[config.mk]
export PLATFORM = sky130hd
export DESIGN_NAME = drcc_top
export DESIGN_NICKNAME = d
export VERILOG_FILES = /design/src/verilog/drcc_pkg.sv /design/src/verilog/drcc_cmp_chan.sv /design/src/verilog/drcc_top.sv
export SDC_FILE = /design/constraint.sdc
export NUM_CORES = 1
export LEC_CHECK = 0
export BUFFER_PORTS_ARGS = -buffer_cell sky130_fd_sc_hd__buf_2
export CELL_PAD_IN_SITES_DETAIL_PLACEMENT = 2
export CELL_PAD_IN_SITES_GLOBAL_PLACEMENT = 2
export CORE_MARGIN = 8
export CORE_UTILIZATION = 28
export CTS_BUF_LIST = sky130_fd_sc_hd__clkbuf_8
export DETAILED_ROUTE_END_ITERATION = 7
export HOLD_SLACK_MARGIN = 0.02
export PLACE_DENSITY_LB_ADDON = 0.12
export SKIP_LAST_GASP = 1
export SYNTH_ARGS = -nofsm -noshare
export SYNTH_HDL_FRONTEND = slang
export SYNTH_SLANG_ARGS = --single-unit
[constraint.sdc]
create_clock -name aclk -period 2.2 [get_ports aclk]
set_clock_uncertainty 0.05 [all_clocks]
set_input_delay 0.44 -clock aclk [delete_from_list [all_inputs] [get_ports aclk]]
set_output_delay 0.44 -clock aclk [all_outputs]
set_load 0.005 [all_outputs]
[src/verilog/drcc_pkg.sv]
// Package for the reference divider and comparator control block.
// Assumes a 32-bit AXI4-Lite register bus with one word per register.
package drcc_pkg;
  localparam logic [7:0] DRCC_OFS_REFCTL0 = 8'h00;
  localparam logic [7:0] DRCC_OFS_REFLVL = 8'h04;
  localparam logic [7:0] DRCC_OFS_CMPCTL0_0 = 8'h08;
  localparam logic [7:0] DRCC_OFS_CMPCTL1_0 = 8'h0c;
  localparam logic [7:0] DRCC_OFS_CMPCTL0_1 = 8'h10;
  localparam logic [7:0] DRCC_OFS_CMPCTL1_1 = 8'h14;
  localparam logic [7:0] DRCC_OFS_MIRROR = 8'h18;
  localparam logic [7:0] DRCC_OFS_IRQFLAG = 8'h1c;
  localparam int DRCC_REF_EN_BIT = 7;
  localparam int DRCC_REF_LPS_BIT = 6;
  localparam int DRCC_REF_OE_BIT = 5;
  localparam int DRCC_REF_PSS_LSB = 2;
  localparam int DRCC_REF_NSS_BIT = 0;
  localparam logic [7:0] DRCC_REFCTL0_MASK = 8'hed;
  localparam logic [7:0] DRCC_REFLVL_MASK = 8'h1f;
  localparam logic [7:0] DRCC_CMPCTL0_MASK = 8'hb7;
  localparam logic [7:0] DRCC_CMPCTL1_MASK = 8'hf3;
  localparam logic [7:0] DRCC_CMPCTL0_RST = 8'h04;
  localparam int DRCC_CMP_EN_BIT = 7;
  localparam int DRCC_CMP_RES_BIT = 6;
  localparam int DRCC_CMP_OE_BIT = 5;
  localparam int DRCC_CMP_POL_BIT = 4;
  localparam int DRCC_CMP_SP_BIT = 2;
  localparam int DRCC_CMP_HYS_BIT = 1;
  localparam int DRCC_CMP_SYNC_BIT = 0;
  localparam int DRCC_CMP_RISE_BIT = 7;
  localparam int DRCC_CMP_FALL_BIT = 6;
  localparam int DRCC_CMP_PCH_LSB = 4;
  localparam int DRCC_CMP_NCH_LSB = 0;
  localparam logic [1:0] DRCC_RESP_OKAY = 2'b00;
  localparam logic [1:0] DRCC_RESP_SLVERR = 2'b10;
endpackage

[src/verilog/drcc_cmp_chan.sv]
// One comparator channel: synchroniser, polarity, result latch, edge flags, pin path.
// Assumes raw analog result asynchronous and t1_clk_fall a one-cycle pulse.
`timescale 1ns/1ps
module drcc_cmp_chan
  import drcc_pkg::*;
(
  input wire logic aclk,
  input wire logic aresetn,
  input wire logic raw_result,
  input wire logic [7:0] ctl0,
  input wire logic [7:0] ctl1,
  input wire logic t1_clk_fall,
  input wire logic pin_direction,
  input wire logic flag_clear,
  output logic result_q,
  output logic gate_q,
  output logic flag_q,
  output logic pin_drive_q,
  output logic pin_oe_q
);
  logic sync1_q;
  logic sync2_q;
  logic pol_q;
  logic gate_d;
  wire logic enable = ctl0[DRCC_CMP_EN_BIT];
  wire logic polar = enable ? (sync2_q ^ ctl0[DRCC_CMP_POL_BIT]) : 1'b0;
  wire logic rise = polar & ~result_q & ctl1[DRCC_CMP_RISE_BIT];
  wire logic fall = ~polar & result_q & ctl1[DRCC_CMP_FALL_BIT];

  // Sync-on selects a Timer1 falling-edge latched copy for pin and gate
  assign gate_d = ctl0[DRCC_CMP_SYNC_BIT] ? (t1_clk_fall ? polar : gate_q) : polar;

  always_ff @(posedge aclk)
  begin
    if (!aresetn)
    begin
      sync1_q <= 1'b0;
      sync2_q <= 1'b0;
      result_q <= 1'b0;
      gate_q <= 1'b0;
      flag_q <= 1'b0;
      pin_drive_q <= 1'b0;
      pin_oe_q <= 1'b0;
      pol_q <= 1'b0;
    end
    else
    begin
      sync1_q <= raw_result;
      sync2_q <= sync1_q;
      result_q <= polar;
      gate_q <= gate_d;
      flag_q <= rise | fall | (flag_q & ~flag_clear);
      pin_drive_q <= gate_d;
      pin_oe_q <= ctl0[DRCC_CMP_OE_BIT] & ~pin_direction & enable;
      pol_q <= ctl0[DRCC_CMP_POL_BIT];
    end
  end

  AST_FLAG_RISE: assert property (@(posedge aclk) disable iff (!aresetn)
    (polar && !result_q && ctl1[DRCC_CMP_RISE_BIT]) |=> flag_q)
    else $error("rising edge did not set flag");
  AST_FLAG_FALL: assert property (@(posedge aclk) disable iff (!aresetn)
    (!polar && result_q && ctl1[DRCC_CMP_FALL_BIT]) |=> flag_q)
    else $error("falling edge did not set flag");
  AST_PIN_OE: assert property (@(posedge aclk) disable iff (!aresetn)
    pin_oe_q |-> $past(enable) && $past(ctl0[DRCC_CMP_OE_BIT]) && !$past(pin_direction))
    else $error("pin driven without all conditions");
  AST_SYNC_CHAIN: assert property (@(posedge aclk) disable iff (!aresetn)
    (enable && !ctl0[DRCC_CMP_POL_BIT] && $past(enable) && pol_q == 1'b0) |=> result_q == $past(sync2_q))
    else $error("result not from second sync stage");
endmodule // drcc_cmp_chan

[src/verilog/drcc_top.sv]
// Reference divider and dual comparator control with AXI4-Lite registers.
// Assumes analog blocks take the control outputs; Timer1 provides a falling-edge pulse.
//
// Decided for this implementation: the AXI4-Lite register port and the register offsets.
`timescale 1ns/1ps
module drcc_top
  import drcc_pkg::*;
#(
  parameter int NUM_CMP = 2
)
(
  input wire logic aclk,
  input wire logic aresetn,
  input wire logic [7:0] s_axi_awaddr,
  input wire logic s_axi_awvalid,
  output logic s_axi_awready,
  input wire logic [31:0] s_axi_wdata,
  input wire logic [3:0] s_axi_wstrb,
  input wire logic s_axi_wvalid,
  output logic s_axi_wready,
  output logic [1:0] s_axi_bresp,
  output logic s_axi_bvalid,
  input wire logic s_axi_bready,
  input wire logic [7:0] s_axi_araddr,
  input wire logic s_axi_arvalid,
  output logic s_axi_arready,
  output logic [31:0] s_axi_rdata,
  output logic [1:0] s_axi_rresp,
  output logic s_axi_rvalid,
  input wire logic s_axi_rready,
  input wire logic [NUM_CMP-1:0] cmp_raw,
  input wire logic t1_clk_fall,
  input wire logic [NUM_CMP-1:0] pin_direction,
  output logic ref_enable_q,
  output logic ref_pos_connect_q,
  output logic ref_neg_connect_q,
  output logic [1:0] ref_pos_source_sel_q,
  output logic ref_neg_source_sel_q,
  output logic [4:0] ref_level_q,
  output logic ref_out_pin_q,
  output logic [NUM_CMP-1:0] cmp_enable_q,
  output logic [NUM_CMP-1:0] cmp_speed_power_q,
  output logic [NUM_CMP-1:0] cmp_hysteresis_enable_q,
  output logic [2*NUM_CMP-1:0] cmp_pos_input_sel_q,
  output logic [2*NUM_CMP-1:0] cmp_neg_input_sel_q,
  output logic [NUM_CMP-1:0] cmp_gate_q,
  output logic [NUM_CMP-1:0] cmp_pin_out_q,
  output logic [NUM_CMP-1:0] cmp_pin_oe_q,
  output logic [NUM_CMP-1:0] cmp_irq_flag_q
);
  logic [7:0] refctl0_q;
  logic [7:0] reflvl_q;
  logic [7:0] cctl0_q [NUM_CMP];
  logic [7:0] cctl1_q [NUM_CMP];
  logic [NUM_CMP-1:0] result;
  logic [NUM_CMP-1:0] flag_clr;
  logic aw_held_q;
  logic w_held_q;
  logic [7:0] awaddr_q;
  logic [7:0] wdata_q;
  logic wlane_q;
  logic [31:0] rdata_d;
  logic rd_hit;

  // Address and data may arrive in either order; both held until the write completes
  wire logic aw_take = s_axi_awvalid & s_axi_awready;
  wire logic w_take = s_axi_wvalid & s_axi_wready;
  wire logic [7:0] wr_addr = aw_take ? s_axi_awaddr : awaddr_q;
  wire logic [7:0] wr_byte = w_take ? (s_axi_wstrb[0] ? s_axi_wdata[7:0] : 8'h00) : wdata_q;
  // Lane 0 strobe kept with held data, so a strobe-less write that beats its address still writes nothing
  wire logic wr_lane0 = w_take ? s_axi_wstrb[0] : wlane_q;
  wire logic wr_go = (aw_held_q | aw_take) & (w_held_q | w_take) & ~s_axi_bvalid;
  wire logic wr_ok = wr_addr <= DRCC_OFS_IRQFLAG && wr_addr[1:0] == 2'b00;
  wire logic wr_en = wr_go & wr_ok & wr_lane0;
  wire logic rd_go = s_axi_arvalid & s_axi_arready;

  always_comb
  begin
    rdata_d = 32'h0000_0000;
    rd_hit = 1'b1;
    case (s_axi_araddr)
      DRCC_OFS_REFCTL0: rdata_d[7:0] = refctl0_q;
      DRCC_OFS_REFLVL: rdata_d[7:0] = reflvl_q;
      DRCC_OFS_CMPCTL0_0: rdata_d[7:0] = cctl0_q[0] | {1'b0, result[0], 6'h00};
      DRCC_OFS_CMPCTL1_0: rdata_d[7:0] = cctl1_q[0];
      DRCC_OFS_CMPCTL0_1: rdata_d[7:0] = cctl0_q[1] | {1'b0, result[1], 6'h00};
      DRCC_OFS_CMPCTL1_1: rdata_d[7:0] = cctl1_q[1];
      DRCC_OFS_MIRROR: rdata_d[NUM_CMP-1:0] = result;
      DRCC_OFS_IRQFLAG: rdata_d[NUM_CMP-1:0] = cmp_irq_flag_q;
      default: rd_hit = 1'b0;
    endcase
  end

  // Write one to clear; a same-cycle edge still wins inside the channel
  assign flag_clr = (wr_en && wr_addr == DRCC_OFS_IRQFLAG) ? wr_byte[NUM_CMP-1:0] : '0;

  always_ff @(posedge aclk)
  begin
    if (!aresetn)
    begin
      s_axi_awready <= 1'b1;
      s_axi_wready <= 1'b1;
      s_axi_bvalid <= 1'b0;
      s_axi_bresp <= DRCC_RESP_OKAY;
      s_axi_arready <= 1'b1;
      s_axi_rvalid <= 1'b0;
      s_axi_rdata <= 32'h0000_0000;
      s_axi_rresp <= DRCC_RESP_OKAY;
      aw_held_q <= 1'b0;
      w_held_q <= 1'b0;
      awaddr_q <= 8'h00;
      wdata_q <= 8'h00;
      wlane_q <= 1'b0;
    end
    else
    begin
      if (aw_take)
      begin
        s_axi_awready <= 1'b0;
        aw_held_q <= 1'b1;
        awaddr_q <= s_axi_awaddr;
      end
      if (w_take)
      begin
        s_axi_wready <= 1'b0;
        w_held_q <= 1'b1;
        wdata_q <= wr_byte;
        wlane_q <= s_axi_wstrb[0];
      end
      if (wr_go)
      begin
        s_axi_bvalid <= 1'b1;
        s_axi_bresp <= wr_ok ? DRCC_RESP_OKAY : DRCC_RESP_SLVERR;
        aw_held_q <= 1'b0;
        w_held_q <= 1'b0;
      end
      if (s_axi_bvalid && s_axi_bready)
      begin
        s_axi_bvalid <= 1'b0;
        s_axi_awready <= 1'b1;
        s_axi_wready <= 1'b1;
      end
      if (rd_go)
      begin
        s_axi_arready <= 1'b0;
        s_axi_rvalid <= 1'b1;
        s_axi_rdata <= rdata_d;
        s_axi_rresp <= rd_hit ? DRCC_RESP_OKAY : DRCC_RESP_SLVERR;
      end
      if (s_axi_rvalid && s_axi_rready)
      begin
        s_axi_rvalid <= 1'b0;
        s_axi_arready <= 1'b1;
      end
    end
  end

  // Sleep is not seen here: register contents simply persist across it
  always_ff @(posedge aclk)
  begin
    if (!aresetn)
    begin
      refctl0_q <= 8'h00;
      reflvl_q <= 8'h00;
    end
    else if (wr_en)
    begin
      if (wr_addr == DRCC_OFS_REFCTL0)
        refctl0_q <= wr_byte & DRCC_REFCTL0_MASK;
      if (wr_addr == DRCC_OFS_REFLVL)
        reflvl_q <= wr_byte & DRCC_REFLVL_MASK;
    end
  end

  genvar gi;
  generate
    for (gi = 0; gi < NUM_CMP; gi++)
    begin : g_cmp
      wire logic [7:0] ofs0 = DRCC_OFS_CMPCTL0_0 + 8'(8 * gi);
      wire logic [7:0] ofs1 = DRCC_OFS_CMPCTL1_0 + 8'(8 * gi);
      always_ff @(posedge aclk)
      begin
        if (!aresetn)
        begin
          cctl0_q[gi] <= DRCC_CMPCTL0_RST;
          cctl1_q[gi] <= 8'h00;
        end
        else if (wr_en)
        begin
          if (wr_addr == ofs0)
            cctl0_q[gi] <= wr_byte & DRCC_CMPCTL0_MASK;
          if (wr_addr == ofs1)
            cctl1_q[gi] <= wr_byte & DRCC_CMPCTL1_MASK;
        end
      end
      drcc_cmp_chan u_chan (
        .aclk(aclk),
        .aresetn(aresetn),
        .raw_result(cmp_raw[gi]),
        .ctl0(cctl0_q[gi]),
        .ctl1(cctl1_q[gi]),
        .t1_clk_fall(t1_clk_fall),
        .pin_direction(pin_direction[gi]),
        .flag_clear(flag_clr[gi]),
        .result_q(result[gi]),
        .gate_q(cmp_gate_q[gi]),
        .flag_q(cmp_irq_flag_q[gi]),
        .pin_drive_q(cmp_pin_out_q[gi]),
        .pin_oe_q(cmp_pin_oe_q[gi])
      );
      always_ff @(posedge aclk)
      begin
        if (!aresetn)
        begin
          cmp_enable_q[gi] <= 1'b0;
          cmp_speed_power_q[gi] <= 1'b1;
          cmp_hysteresis_enable_q[gi] <= 1'b0;
          cmp_pos_input_sel_q[2*gi +: 2] <= 2'b00;
          cmp_neg_input_sel_q[2*gi +: 2] <= 2'b00;
        end
        else
        begin
          cmp_enable_q[gi] <= cctl0_q[gi][DRCC_CMP_EN_BIT];
          cmp_speed_power_q[gi] <= cctl0_q[gi][DRCC_CMP_SP_BIT];
          cmp_hysteresis_enable_q[gi] <= cctl0_q[gi][DRCC_CMP_HYS_BIT];
          cmp_pos_input_sel_q[2*gi +: 2] <= cctl1_q[gi][DRCC_CMP_PCH_LSB +: 2];
          cmp_neg_input_sel_q[2*gi +: 2] <= cctl1_q[gi][DRCC_CMP_NCH_LSB +: 2];
        end
      end
    end
  endgenerate

  // Analog ladder controls; reserved source code 11 passed through untouched
  always_ff @(posedge aclk)
  begin
    if (!aresetn)
    begin
      ref_enable_q <= 1'b0;
      ref_pos_connect_q <= 1'b0;
      ref_neg_connect_q <= 1'b0;
      ref_pos_source_sel_q <= 2'b00;
      ref_neg_source_sel_q <= 1'b0;
      ref_level_q <= 5'h00;
      ref_out_pin_q <= 1'b0;
    end
    else
    begin
      ref_enable_q <= refctl0_q[DRCC_REF_EN_BIT];
      ref_pos_connect_q <= refctl0_q[DRCC_REF_EN_BIT] | refctl0_q[DRCC_REF_LPS_BIT];
      ref_neg_connect_q <= refctl0_q[DRCC_REF_EN_BIT] | ~refctl0_q[DRCC_REF_LPS_BIT];
      ref_pos_source_sel_q <= refctl0_q[DRCC_REF_PSS_LSB +: 2];
      ref_neg_source_sel_q <= refctl0_q[DRCC_REF_NSS_BIT];
      ref_level_q <= reflvl_q[4:0];
      ref_out_pin_q <= refctl0_q[DRCC_REF_OE_BIT];
    end
  end

  AST_RESET_CLEARS: assert property (@(posedge aclk)
    !aresetn |=> !ref_enable_q && !ref_out_pin_q && ref_level_q == 5'h00)
    else $error("reset left reference active");
  AST_LPS_NEG: assert property (@(posedge aclk) disable iff (!aresetn)
    (!refctl0_q[DRCC_REF_EN_BIT] && refctl0_q[DRCC_REF_LPS_BIT]) |=> !ref_neg_connect_q)
    else $error("negative source not disconnected");
  AST_PIN_FOLLOWS: assert property (@(posedge aclk) disable iff (!aresetn)
    ##1 ref_out_pin_q == $past(refctl0_q[DRCC_REF_OE_BIT]))
    else $error("pin enable not following register");
  AST_WR_RESP: assert property (@(posedge aclk) disable iff (!aresetn)
    wr_go |=> s_axi_bvalid)
    else $error("write without response");
  AST_LVL_UPPER: assert property (@(posedge aclk) disable iff (!aresetn)
    reflvl_q[7:5] == 3'b000)
    else $error("level upper bits not zero");
endmodule // drcc_top

Word level (Yosys, flattened, before mapping)

Memories as Yosys holds them, arrays and structs flattened.
Index checks and enable logic that the tools add are counted.

Shifts and indexed selects: 0
Bitwise gates (word level): 48
Mux-type cells: 37
Div/mod/pow operators: 0
Order comparisons: 1
Equal/unequal tests: 15
Reduce and logical (&&, ||, !) cells: 13
$mul: 0
Add/subtract/negate cells: 0

Operators with widths:

| cell                 | number |
|---|---|
| $eq A8 B5 Y1 const B | 7 |
| $pmux W6 S6          | 1 |
| $eq A8 B4 Y1 const B | 4 |
| $mux W1              | 25 |
| $mux W6              | 4 |
| $mux W8              | 3 |
| $and A1 B1 Y1        | 21 |
| $eq A8 B3 Y1 const B | 2 |
| $logic_not A8 Y1     | 2 |
| $or A8 B7 Y8         | 2 |
| $pmux W2 S8          | 1 |
| $or A1 B1 Y1         | 12 |
| $not A1 Y1           | 11 |
| $le A8 B5 Y1 const B | 1 |
| $reduce_or A8 Y1     | 1 |
| $mux W2              | 3 |
| $reduce_or A2 Y1     | 3 |
| $logic_and A1 B1 Y1  | 4 |
| $ne A2 B2 Y1 const B | 2 |
| $reduce_and A2 Y1    | 2 |
| $logic_not A2 Y1     | 1 |
| $xor A1 B1 Y1        | 2 |

Bits in writable memories: 24
Memories kept: 2
Output and inout bits: 75
ROM bits: 0
Register bits after elaboration: 85
Bits in latches: 0

Memories:

| name    | words | width | rd ports | clocked after Yosys merged registers in | write ports | line           | source |
|---|---|---|---|---|---|---|---|
| cctl0_q | 2     | 6     | 2        | 0                                       | 2           | drcc_top.sv:53 | `logic [7:0] cctl0_q [NUM_CMP];` |
| cctl1_q | 2     | 6     | 2        | 0                                       | 2           | drcc_top.sv:54 | `logic [7:0] cctl1_q [NUM_CMP];` |

Longest topological paths before layout

Depth in word-level cells: 11
Gate-level depth with buffers: 6
Mapped depth without buffers: 5

Hierarchy

From an unflattened synthesis, not the netlist that was laid out.

Cells, all modules: 441
Area total of the unflattened synthesis: 4,520.6 um^2

By module, submodules not included:

| module        | area an instance (um^2) | sequential area each (um^2) | times used | cells each |
|---|---|---|---|---|
| drcc_top      | 4,067.7                 | 2,142.1                     | 1          | 399 |
| drcc_cmp_chan | 226.5                   | 120.1                       | 2          | 21 |

Worst setup path after synthesis

Ideal clock, no wire load.

Path kind: in2reg
From: input s_axi_awvalid
To: memory cctl1_q[1][0] in the netlist's numbering (enable)
Path slack: -10 ps
Arrival time: 1,842 ps
Required time: 1,832 ps
Stages: 6
Cells stage by stage: a211o_1 -> o31ai_2 -> o21ai_1 -> or4_1 -> buf_2 -> nand2_1

RTL lines:

| item               | line           | source |
|---|---|---|
| start: declaration | drcc_top.sv:15 | `input wire logic s_axi_awvalid,` |
| end: declaration   | drcc_top.sv:54 |  |

==> impl_metrics.csv <==
group,metric,value,unit
status,outcome,"finished clean",
worst_setup_path,crit_fanout,4,
place,hpwlAfterDp,11000,microns
synthesis,synth_edf_count,24,
floorplan,dieWidth,142,microns
synthesis,ys_ff_latch,107,
sta,fin_setup_tns,0,ns
pwr,p_leak,2.42,nW
worst_setup_path,crit_chain,"nand2_2 > o31ai_4 > nand3_2 > or4_1 > or2_1",
drt,routed_wl,13800,microns
clock_tree,clock_path_buffers,2,
pwr,peakVddDrop,0.000264,V
worst_setup_path,cpLargestDelayFamily,"simple AND/OR/NAND/NOR gates",
synthesis,syn-cell-area,0.00445,sq mm
global_routing,antenna_found_initial,0,
worst_setup_path,cp_data_required_time,2.29,ns
floorplan,initial_core_util,0.283,
clock_tree,cts_sinks,107,
clock_tree,numCtsBuffers,9,
drt,wl_met3,766,microns
synthesis,ys_warn_count,0,
clock_tree,hold_buffers,0,
worst_setup_path,start_kind,"flop",
pwr,p_per_area,698,mW/mm^2
final_layout,final_cell_area,0.00544,sq mm
sta,drv_slew,0,
drt,vias,3540,
hold_path,min_from,"cmp_raw[0]",
drt,dr.pass1.iters,5,
drt,wl_met1,6350,microns
job,maxCapViolCount,0,
floorplan,die_area,0.0202,sq mm
drt,viasPerCell,4.50,
worst_setup_path,setup.worst_path.end_class,"flop",
place,gp_congestion,0.803,
synthesis,yosysSeqAreaShare,0.535,
synthesis,synthCells,458,
sta,fmax,0.480,GHz
floorplan,io_pins,139,
clock_tree,cts_htree_levels,3,
worst_setup_path,arrival,2.17,ns
final_layout,diodes,0,
floorplan,dieHeight,142,microns
sta,setup_viol,0,
worst_setup_path,cp_slowest_cell,"or4_1",
sta,fin_crit_sh,0.946,
clock_tree,clockRootBuffer,"clkbuf_8",
place,preCtsSetupSlack,-0.191,ns
drt,highest_layer,"met4",
worst_setup_path,crit_start,"s_axi_awready",
final_layout,syn2layout_area_growth,22.2,%
sta,period_needed,2.08,ns
clock_tree,cts.reportedPaths.clkPinSlew,0.11,ns
worst_setup_path,critPathBufInv,0,
clock_tree,cts_tree,"built",
clock_tree,cts_resized,1,
global_routing,grt_pass1_vias,3876,
global_routing,grt.overflow.total,0,
floorplan,coreArea,0.0157,sq mm
drt,dr_wl_met2,6420,microns
hold_path,hp-class,"primary input to flop",
synthesis,synth_area_per_cell,9.72,sq um
final_layout,drive_gt1_frac,0.282,
final_layout,nets,630,
clock_tree,insertion_delay,0.39,ns
synthesis,ys.flop_type,"dfxtp_1",
place,numPortBuffers,85,
worst_setup_path,r2r_start,"s_axi_awready",
pwr,power,3.80,mW
drt,wire_per_inst,17.5,microns
sta,final-hold-violation-count,0,
clock_tree,cts_setup_buffers,0,
sta,slew_headroom,0.640,
worst_setup_path,cpPeakStageDelay,0.62,ns
drt,drt_iter0_markers,136,
sta,max_slew.worst_pin.slew,0.539,ns
sta,rsz0062_at_grt,"no",
worst_setup_path,r2r_slack,0.12,ns
place,place_area,0.00522,sq mm
global_routing,grt_util_all_layers,0.140,
worst_setup_path,critPathKind,"flop to flop",
sta,worst_slack,0.118,ns
global_routing,grt_pass1_wl,21700,microns
synthesis,ys_async_sr_fraction,0,
global_routing,grt_max_degree,25,
floorplan,rows,46,
drt,drc,0,
final_layout,fin_util,0.346,
drt,ant_nets,0,
synthesis,synth_cell_types,54,
[power breakdown]
| part | internal, mW | leakage, nW | switching, mW |
|---|---|---|---|
| combinational | 0.170 | 1.39 | 0.228 |
| clock | 0.547 | 0.106 | 0.752 |
| sequential | 2.06 | 0.917 | 0.0384 |
| total | 2.78 | 2.42 | 1.02 |
[cell usage after synthesis (all sizes together) (3+ instances only)]
library cell / number / area share
dfxtp: 83 / 0.37
nand2: 61 / 0.052
buf: 38 / 0.061
and2: 31 / 0.044
nor2: 30 / 0.025
o21ai: 29 / 0.033
edfxtp: 24 / 0.16
clkbuf: 16 / 0.013
inv: 16 / 0.013
nand3: 16 / 0.019
mux2i: 15 / 0.035
a21boi: 10 / 0.017
a21oi: 10 / 0.011
nor3: 8 / 0.0090
nor2b: 7 / 0.0098
nor3b: 7 / 0.012
mux2: 6 / 0.016
a31oi: 5 / 0.0070
nand2b: 5 / 0.0070
o31ai: 5 / 0.0096
and3: 4 / 0.0056
or4: 3 / 0.0051
[per-stage QoR]
step                hold slack, ns  std cells
floorplan                    0.362        483
global placement             0.369        771
detailed placement           0.379        771
CTS                          0.183        787
global route                 0.189        787
finish                       0.213        787
[placed cells by master, fill, tap and decap left out, drive strengths merged, types with 6 or more instances in the layout]
master	n
a21oi	10
a21boi	10
mux2	6
dfxtp	83
mux2i	15
and2	31
clkbuf	9
nand3	16
nor2b	7
nor3b	7
inv	21
nor3	8
o21ai	29
edfxtp	24
conb	26
buf	126
nor2	30
nand2	61
[final timing paths]
path	to	cells after the start
max	cctl0_q[1][2]	5
min	g_cmp[0].u_chan.sync1_q	2
min reg2reg	g_cmp[1].u_chan.sync2_q	1
max reg2reg	cctl0_q[1][2]	5
[logic make-up (layout without fill, tap and decap cells)]
group / after synthesis / after routing / synth area share
simple gates: 183 / 183 / 0.211
mux: 22 / 22 / 0.0556
xor+xnor: 2 / 2 / 0.00394
buf+inv: 70 / 158 / 0.0883
other cells: 1 / 26 / 0.000842
flops: 107 / 107 / 0.535
compound gates: 73 / 73 / 0.106
[registers in the layout, indices dropped and copies added, names as in the netlist, 2 cells and up]
register,count
ref_pos_source_sel_q,2
cmp_pos_input_sel_q,4
cmp_speed_power_q,2
s_axi_rdata,8
g_cmp.u_chan.gate_q,2
g_cmp.u_chan.sync1_q,2
cctl0_q,12
wdata_q,8
g_cmp.u_chan.sync2_q,2
reflvl_q,5
g_cmp.u_chan.flag_q,2
cctl1_q,12
awaddr_q,8
refctl0_q,6
ref_level_q,5
g_cmp.u_chan.pin_oe_q,2
cmp_enable_q,2
cmp_hysteresis_enable_q,2
cmp_neg_input_sel_q,4
g_cmp.u_chan.result_q,2
[metal layers]
layer / global-route usage / vias up
met5: 0 / -
met4: 0.0520 / 0
met3: 0.0335 / 13
met2: 0.229 / 91
met1: 0.177 / 1725
li1: - / 1711
[worst reg2reg max path, cell delays in order (launching register included)]
cell	delay, ns
dfxtp_1	0.41
nand2_2	0.12
o31ai_4	0.27
nand3_2	0.12
or4_1	0.62
or2_1	0.26
[layout make-up]
| type | instances | area, sq um |
|---|---|---|
| Tap cell | 216 | 270 |
| Multi-Input combinational cell | 306 | 1790 |
| Clock buffer | 9 | 124 |
| Timing Repair Buffer | 126 | 733 |
| Fill cell | 1813 | 10300 |
| Inverter | 16 | 60.1 |
| Sequential cell | 107 | 2380 |
| Clock inverter | 7 | 80.1 |
No activity file was read; power rests on OpenSTA's default activity.
